==> src/rtl/mbs_pkg.sv <==
/*
   Shared constants for the memory boundary-scan port: chain length,
   forced-zero chain positions, scan-event queue sizing.
   Assumes nothing beyond a SystemVerilog-2012 compiler.
*/
package mbs_pkg;

   // Chain length in positions; bit number 1 leaves first
   localparam int CHAIN_LEN   = 67;
   // Zero-based indices of positions that always read zero
   localparam int SPARE_IDX   = 19;            // Bit number 20
   localparam int UNUSED_IDX0 = 55;            // Bit number 56
   localparam int UNUSED_IDX1 = 56;            // Bit number 57
   localparam logic [CHAIN_LEN-1:0] ONE_BIT = {{(CHAIN_LEN-1){1'b0}}, 1'b1};
   localparam logic [CHAIN_LEN-1:0] CAPTURE_MASK =
      ~((ONE_BIT << SPARE_IDX) | (ONE_BIT << UNUSED_IDX0) | (ONE_BIT << UNUSED_IDX1));
   localparam logic [CHAIN_LEN-1:0] CHAIN_RESET = '0;

   // Scan-event queue
   localparam int EVQ_WIDTH = 1;               // One bit: shift (1) or capture (0)
   localparam int EVQ_DEPTH = 16;

   // Chain engine states, one-hot
   typedef enum logic [1:0] {
      MBS_IDLE  = 2'h1,
      MBS_APPLY = 2'h2
   } mbs_state_t;

endpackage

==> src/rtl/mbs_scan_port.sv <==
/*
   Boundary-scan test logic of the memory device: pin synchronisers,
   scan-clock edge finder, scan-event queue and the 67-position chain.
   Assumes all scan pins are asynchronous to clk and that the scan clock
   pulse and pulse gap are each at least two clk periods long.
*/
// Behaviour
// With the shift select low a scan clock edge loads the pads into the chain, with it high the chain shifts one place.
// Every scan input is taken at the scan clock rising edge and the clock is never assumed to run continuously; pads are read when the capture applies.
// The tester may give the scan clock as one pulse or a burst, never as a free-running clock.
// Scan mode is on while the test mode select is high and off while it is low.
// Scan data goes to the serial output only once the drive enable has been registered high.
// In scan mode the mirror selection is ignored so no signal is remapped.
// The chain has 67 positions and shifting past the last one yields zeros from its grounded far input.
// Positions 20, 56 and 57 always capture and read back as zero.
// While test mode select is high no memory command of any kind executes.
// The tester finishes power-up and initialisation before relying on scan.
// In scan mode the address and control termination is nominal and data termination is off.
// With two devices back to back the tester enables scan on both and drives only one drive enable.
// After scan use the device is power cycled and reinitialised before normal operation.
// With the drive enable low the serial output pin is left undriven.

// Synchronous FIFO, flip-flop storage
module mbs_fifo
   import mbs_pkg::*;
#(
   parameter int WIDTH = EVQ_WIDTH,
   parameter int DEPTH = EVQ_DEPTH
)(
   input  wire logic             clk,
   input  wire logic             rst,
   input  wire logic             flush,
   input  wire logic             inValid,
   output logic                  inReady,
   input  wire logic [WIDTH-1:0] inData,
   output logic                  outValid,
   input  wire logic             outReady,
   output logic      [WIDTH-1:0] outData
);
   localparam int AW = $clog2(DEPTH);

   typedef struct packed {
      logic [DEPTH-1:0][WIDTH-1:0] mem;
      logic [AW-1:0]               wrPtr;
      logic [AW-1:0]               rdPtr;
      logic [AW:0]                 count;
   } mbs_fifo_state_t;

   mbs_fifo_state_t st_q;
   mbs_fifo_state_t st_d;
   logic            doPush;
   logic            doPop;

   // Honest flags straight from the occupancy count
   assign inReady  = (st_q.count != (AW+1)'(DEPTH));
   assign outValid = (st_q.count != '0);
   assign outData  = st_q.mem[st_q.rdPtr];
   assign doPush   = inValid && inReady;
   assign doPop    = outValid && outReady;

   // Next state
   always_comb
   begin
      st_d = st_q;
      if (doPush)
      begin
         st_d.mem[st_q.wrPtr] = inData;
         st_d.wrPtr = (st_q.wrPtr == AW'(DEPTH-1)) ? '0 : st_q.wrPtr + AW'(1);
      end
      if (doPop)
      begin
         st_d.rdPtr = (st_q.rdPtr == AW'(DEPTH-1)) ? '0 : st_q.rdPtr + AW'(1);
      end
      st_d.count = st_q.count + (AW+1)'(doPush) - (AW+1)'(doPop);
      // Flush drops queued events when scan mode ends
      if (flush)
      begin
         st_d.wrPtr = '0;
         st_d.rdPtr = '0;
         st_d.count = '0;
      end
   end

   // State register
   always_ff @(posedge clk)
   begin
      if (rst)
      begin
         st_q <= '0;
      end
      else
      begin
         st_q <= st_d;
      end
   end
endmodule // mbs_fifo

// Scan port top
module mbs_scan_port
   import mbs_pkg::*;
#(
   parameter int LEN = CHAIN_LEN
)(
   input  wire logic           clk,
   input  wire logic           rst,
   input  wire logic           testModeSelect,
   input  wire logic           scanClk,
   input  wire logic           captureOrShiftSelect,
   input  wire logic           resultDriveEnable,
   input  wire logic           mirrorSelect,
   input  wire logic           memCmdValid,
   input  wire logic [LEN-1:0] padIn,
   output logic                serialResultOut,
   output logic                serialResultOe,
   output logic                mirrorActive,
   output logic                memCmdExecute,
   output logic                caTermNominal,
   output logic                dqTermDisable,
   output logic                scanEventReady
);
   typedef struct packed {
      logic [1:0]     senSync;       // [0] first stage, [1] usable
      logic [1:0]     sshSync;
      logic [1:0]     soeSync;
      logic [1:0]     mfSync;
      logic [1:0]     cmdSync;
      logic [2:0]     sckSync;       // [2] is last cycle's usable level
      logic [LEN-1:0] padSync0;
      logic [LEN-1:0] padSync1;
      logic [LEN-1:0] chain;
      logic           driveEn;
      logic           op;
      mbs_state_t     state;
   } mbs_port_state_t;

   mbs_port_state_t st_q;
   mbs_port_state_t st_d;
   logic            scanMode;
   logic            sckRise;
   logic            evValid;
   logic            evReady;
   logic            evData;
   logic            evPush;

   assign scanMode = st_q.senSync[1];
   // Edge found on synchronised levels only; a lone pulse is enough
   assign sckRise  = st_q.sckSync[1] && !st_q.sckSync[2];
   assign evPush   = scanMode && sckRise;
   assign evReady  = (st_q.state == MBS_IDLE);

   // Queue of scan clock events, shift select taken at the edge
   mbs_fifo #(
      .WIDTH (EVQ_WIDTH),
      .DEPTH (EVQ_DEPTH)
   ) u_evq (
      .clk      (clk),
      .rst      (rst),
      .flush    (!scanMode),
      .inValid  (evPush),
      .inReady  (scanEventReady),
      .inData   (st_q.sshSync[1]),
      .outValid (evValid),
      .outReady (evReady),
      .outData  (evData)
   );

   // Next state: synchronisers, drive enable, chain engine
   always_comb
   begin
      st_d = st_q;
      st_d.senSync  = {st_q.senSync[0], testModeSelect};
      st_d.sshSync  = {st_q.sshSync[0], captureOrShiftSelect};
      st_d.soeSync  = {st_q.soeSync[0], resultDriveEnable};
      st_d.mfSync   = {st_q.mfSync[0], mirrorSelect};
      st_d.cmdSync  = {st_q.cmdSync[0], memCmdValid};
      st_d.sckSync  = {st_q.sckSync[1:0], scanClk};
      st_d.padSync0 = padIn;
      st_d.padSync1 = st_q.padSync0;
      // Drive enable is registered on the scan clock edge
      if (!scanMode)
      begin
         st_d.driveEn = 1'b0;
      end
      else if (sckRise)
      begin
         st_d.driveEn = st_q.soeSync[1];
      end
      case (st_q.state)
         MBS_IDLE:
         begin
            if (evValid)
            begin
               st_d.op    = evData;
               st_d.state = MBS_APPLY;
            end
         end
         MBS_APPLY:
         begin
            if (st_q.op)
            begin
               // Far end tied low, so zeros follow the last position
               st_d.chain = {1'b0, st_q.chain[LEN-1:1]};
            end
            else
            begin
               st_d.chain = st_q.padSync1 & LEN'(CAPTURE_MASK);
            end
            st_d.state = MBS_IDLE;
         end
         default:
         begin
            st_d.state = MBS_IDLE;
         end
      endcase
      if (!scanMode)
      begin
         st_d.state = MBS_IDLE;
      end
   end

   // State register
   always_ff @(posedge clk)
   begin
      if (rst)
      begin
         st_q         <= '0;
         st_q.chain   <= LEN'(CHAIN_RESET);
         st_q.state   <= MBS_IDLE;
      end
      else
      begin
         st_q <= st_d;
      end
   end

   // Pin and side-band outputs
   assign serialResultOe  = scanMode && st_q.driveEn;
   assign serialResultOut = serialResultOe && st_q.chain[0];
   assign mirrorActive    = st_q.mfSync[1] && !scanMode;
   assign memCmdExecute   = st_q.cmdSync[1] && !scanMode;
   assign caTermNominal   = scanMode;
   assign dqTermDisable   = scanMode;
endmodule // mbs_scan_port

==> config.mk <==
export PLATFORM = sky130hd
export DESIGN_NAME = mbs_scan_port
export DESIGN_NICKNAME = d
export VERILOG_FILES = /design/src/rtl/mbs_pkg.sv /design/src/rtl/mbs_scan_port.sv
export SDC_FILE = /design/constraint.sdc
export NUM_CORES = 1
export LEC_CHECK = 0
export BUFFER_PORTS_ARGS = -buffer_cell sky130_fd_sc_hd__buf_2
export CORE_MARGIN = 2
export CORE_UTILIZATION = 40
export CTS_BUF_LIST = sky130_fd_sc_hd__clkbuf_4
export DETAILED_ROUTE_END_ITERATION = 10
export GPL_TIMING_DRIVEN = 0
export PLACE_DENSITY = 0.6
export SLEW_MARGIN = 10
export SYNTH_ARGS = -nofsm -noshare
export SYNTH_HDL_FRONTEND = slang
export SYNTH_SLANG_ARGS = --single-unit
==> constraint.sdc <==
create_clock -name clk -period 2.8 [get_ports clk]
set_clock_uncertainty 0.2 [all_clocks]
set_input_delay 0.42 -clock clk [delete_from_list [all_inputs] [get_ports clk]]
set_output_delay 0.42 -clock clk [all_outputs]
set_load 0.005 [all_outputs]
==> metrics.csv <==
stage,metric,value,unit
run_status,status,finished with violations,
run_status,violations,negative setup slack,
sta,clock.fmax,0.347,GHz
logic_synthesis,syn_inst,779,
logic_synthesis,netlist_area,8390,sq um
die,initial_utilization,0.411,
grt,grt_antenna_before_repair,1,
critical_path,cp_num_buf_inv,3,
sta,setup_violations,2,
placed_design,dpl.hpwl,10800,microns
critical_path,crit_chain,inv_2 > ha_4 > or4b_4 > and3b_2 > ha_4 > inv_2 > ha_4 > inv_2 > fa_2 > nand2b_4 > a21oi_4 > o21ai_1 > nor3b_2,
critical_path,cp.required,3.12,ns
die,core,20400,sq um
route,remaining_drc_errors,0,
grt,grt_max_degree,16,
sta,maxSlewHeadroom,0.485,
clocking,cts_buffers,59,
clocking,worstSkewPairLatency,0.67,ns
hold_path,hp-class,reg2reg,
placed_design,io_buffer_count,77,
grt,grt_pass1_vias,5936,
clocking,path_clk_slew,0.07,ns
critical_path,critPathLaunchType,flip-flop,
grt,grt_pass1_wl,28700,microns
route,vias,5999,
logic_synthesis,syn_nets,866,
logic_synthesis,synthArstFlopShare,0,
logic_synthesis,ys_seq_area_frac,0.575,
sta,post-route-period-util,1.03,
layout,multi_input_area,3350,sq um
die,rows,52,
power_and_ir_drop,p_per_area,619,nW/um^2
sta,rsz0062_at_grt,true,
die,die_area,22100,sq um
placed_design,placed_area,9170,sq um
sta,worst_pin_slew,0.773,ns
sta,whs,0.232,ns
sta,slew_viol_final,0,
layout,final_cell_count_no_fill,1311,
layout,final_area,10700,sq um
die,die-width,149,microns
logic_synthesis,synth-main-ff-cell,dfxtp_1,
power_and_ir_drop,irDropWorstVdd,0.344,mV
logic_synthesis,synth-seq-cells,241,
logic_synthesis,synth-edff-count,0,
die,die_h,149,microns
sta,fin_crit,2.88,ns
grt,track_usage,0.160,
critical_path,crit_slowest_cell,or4b_4,
clocking,clockBufferDepth,3,
critical_path,worstPathMaxFanout,2,
route,drt_first_iter_violations,218,
layout,final_nets,1081,
critical_path,crit_arrival,3.20,ns
clocking,cts-root-buf,clkbuf_4,
grt,grt_overflow,0,
layout,nFillCells,1876,
critical_path,critPathKind,reg2reg,
clocking,cts_tree,done,
layout,seqCellArea,4830,sq um
placed_design,dp_worst_setup_slack,-0.204,ns
route,wirelength,17300,microns
sta,final_hold_viol_count,0,
logic_synthesis,synth.distinct_cells,37,
placed_design,gp_congestion,0.731,
layout,layout_common_cells,"238 x dfxtp_1, 147 x nor2b_1, 90 x nor2_1",
route,final_antenna_net_count,0,
route,routedWlPerCell,13.2,microns
critical_path,crit_path_max_incr_delay,0.47,ns
layout,drive_gt1_frac,0.202,
layout,final_common_cell,dfxtp_1,
sta,setup_tns,-0.105,ns
sta,worst_slack,-0.0822,ns
logic_synthesis,syn-mean-instance-area,10.8,sq um
die,io_pins,82,
logic_synthesis,ys_warn_count,0,
critical_path,crit_family,simple AND/OR/NAND/NOR gates,
power_and_ir_drop,p_leak,4.09,nW
route,dr.pass1.iters,4,
run,drv_cap,0,
clocking,clock_sinks,241,
critical_path,end_kind,flip-flop,
placed_design,place_inst,1126,
route,viasPerCell,4.58,
clocking,cts_max_level,2,
layout,syn_to_final_growth,27.5,%
==> power breakdown <==
group / internal (mW) / switching (mW)
logic: 0.170 / 0.123
clock network: 1.43 / 1.35
registers: 3.52 / 0.0258
==> final cells by class <==
type / instances / area share
clock inverters: 19 / 0.00784
clock buffers: 87 / 0.0611
inverters: 12 / 0.00421
flip-flops and latches: 241 / 0.451
multi-input cells: 467 / 0.313
well taps: 270 / 0.0316
repair buffers: 155 / 0.108
plain buffers: 58 / 0.0225
diodes: 2 / 0.000468
==> synth_stat cells, types with 2 or more instances <==
| cell | count | area (sq um) |
|---|---|---|
| dfxtp_1 | 241 | 4820 |
| nor2b_1 | 147 | 920 |
| nor2_1 | 90 | 338 |
| mux2i_1 | 85 | 851 |
| a211oi_1 | 63 | 473 |
| clkbuf_1 | 46 | 173 |
| nand4_1 | 16 | 100 |
| inv_1 | 12 | 45.0 |
| ha_1 | 11 | 138 |
| a21oi_1 | 9 | 45.0 |
| buf_2 | 8 | 40.0 |
| and2_1 | 5 | 31.3 |
| nand2_1 | 5 | 18.8 |
| nand2b_1 | 4 | 25.0 |
| nand3_1 | 4 | 20.0 |
| buf_1 | 3 | 11.3 |
| mux4_1 | 3 | 78.8 |
| xor2_1 | 3 | 26.3 |
| a41oi_1 | 2 | 17.5 |
| and3b_1 | 2 | 17.5 |
| mux4_2 | 2 | 45.0 |
| nor3_1 | 2 | 10.0 |
| o21ai_0 | 2 | 10.0 |
==> sequential cells by signal, summed over array words and instances, names as in the netlist <==
signal / flops
st_q: 140
u_evq.st_q: 29
st_d: 71
caTermNominal: 1
==> per-layer routing <==
layer | track usage | vias to the layer above | wire (microns)
met3 | 0.0434 | 37 | 811
met4 | 0.0562 | 0 | 341
met5 | 0 | - | 0
met2 | 0.253 | 121 | 7670
li1 | - | 3094 | -
met1 | 0.213 | 2747 | 8440
==> stage by stage <==
step,power [mW],util
2_1_floorplan,3.74,-
3_3_place_gp,3.84,0.449
3_5_place_dp,3.84,0.449
4_1_cts,6.74,0.522
5_1_grt,6.96,0.524
6_report,6.62,0.524
==> kinds of logic (layout without fill, tap and decap cells) <==
logic type,after synthesis,count (layout),share of synthesized area
compound gates,79,79,0.0677
xor+xnor,4,4,0.00418
fa+ha+maj,12,12,0.0188
buf+inv,71,331,0.0343
flops,241,241,0.575
mux,90,90,0.116
other cells,0,2,0
simple gates,282,282,0.184
==> path summary, 6_finish.rpt <==
kind,startpoint,endpoint,slack (ns),cells past startpoint
worst max register to register,u_evq.st_q[2]$_SDFF_PP0_,u_evq.st_q[4]$_SDFF_PP0_,-0.08,13
worst max-delay path,u_evq.st_q[2]$_SDFF_PP0_,u_evq.st_q[4]$_SDFF_PP0_,-0.08,13
worst min-delay path,st_d[78]$_SDFF_PP0_,st_q[78]$_SDFF_PP0_,0.23,1
worst min register to register,st_d[78]$_SDFF_PP0_,st_q[78]$_SDFF_PP0_,0.23,1
==> repair_timing <==
| item | CTS | global route |
|---|---|---|
| buffers inserted | 5 | 3 |
| resized for setup | 3 | 8 |
| setup endpoints to repair | 2 | 3 |
| cloned | 0 | 0 |
| pin swaps | 5 | 5 |
| hold buffers | 70 | 0 |
| hold endpoints to repair | 70 | 0 |
No activity file was read; power rests on OpenSTA's default activity.
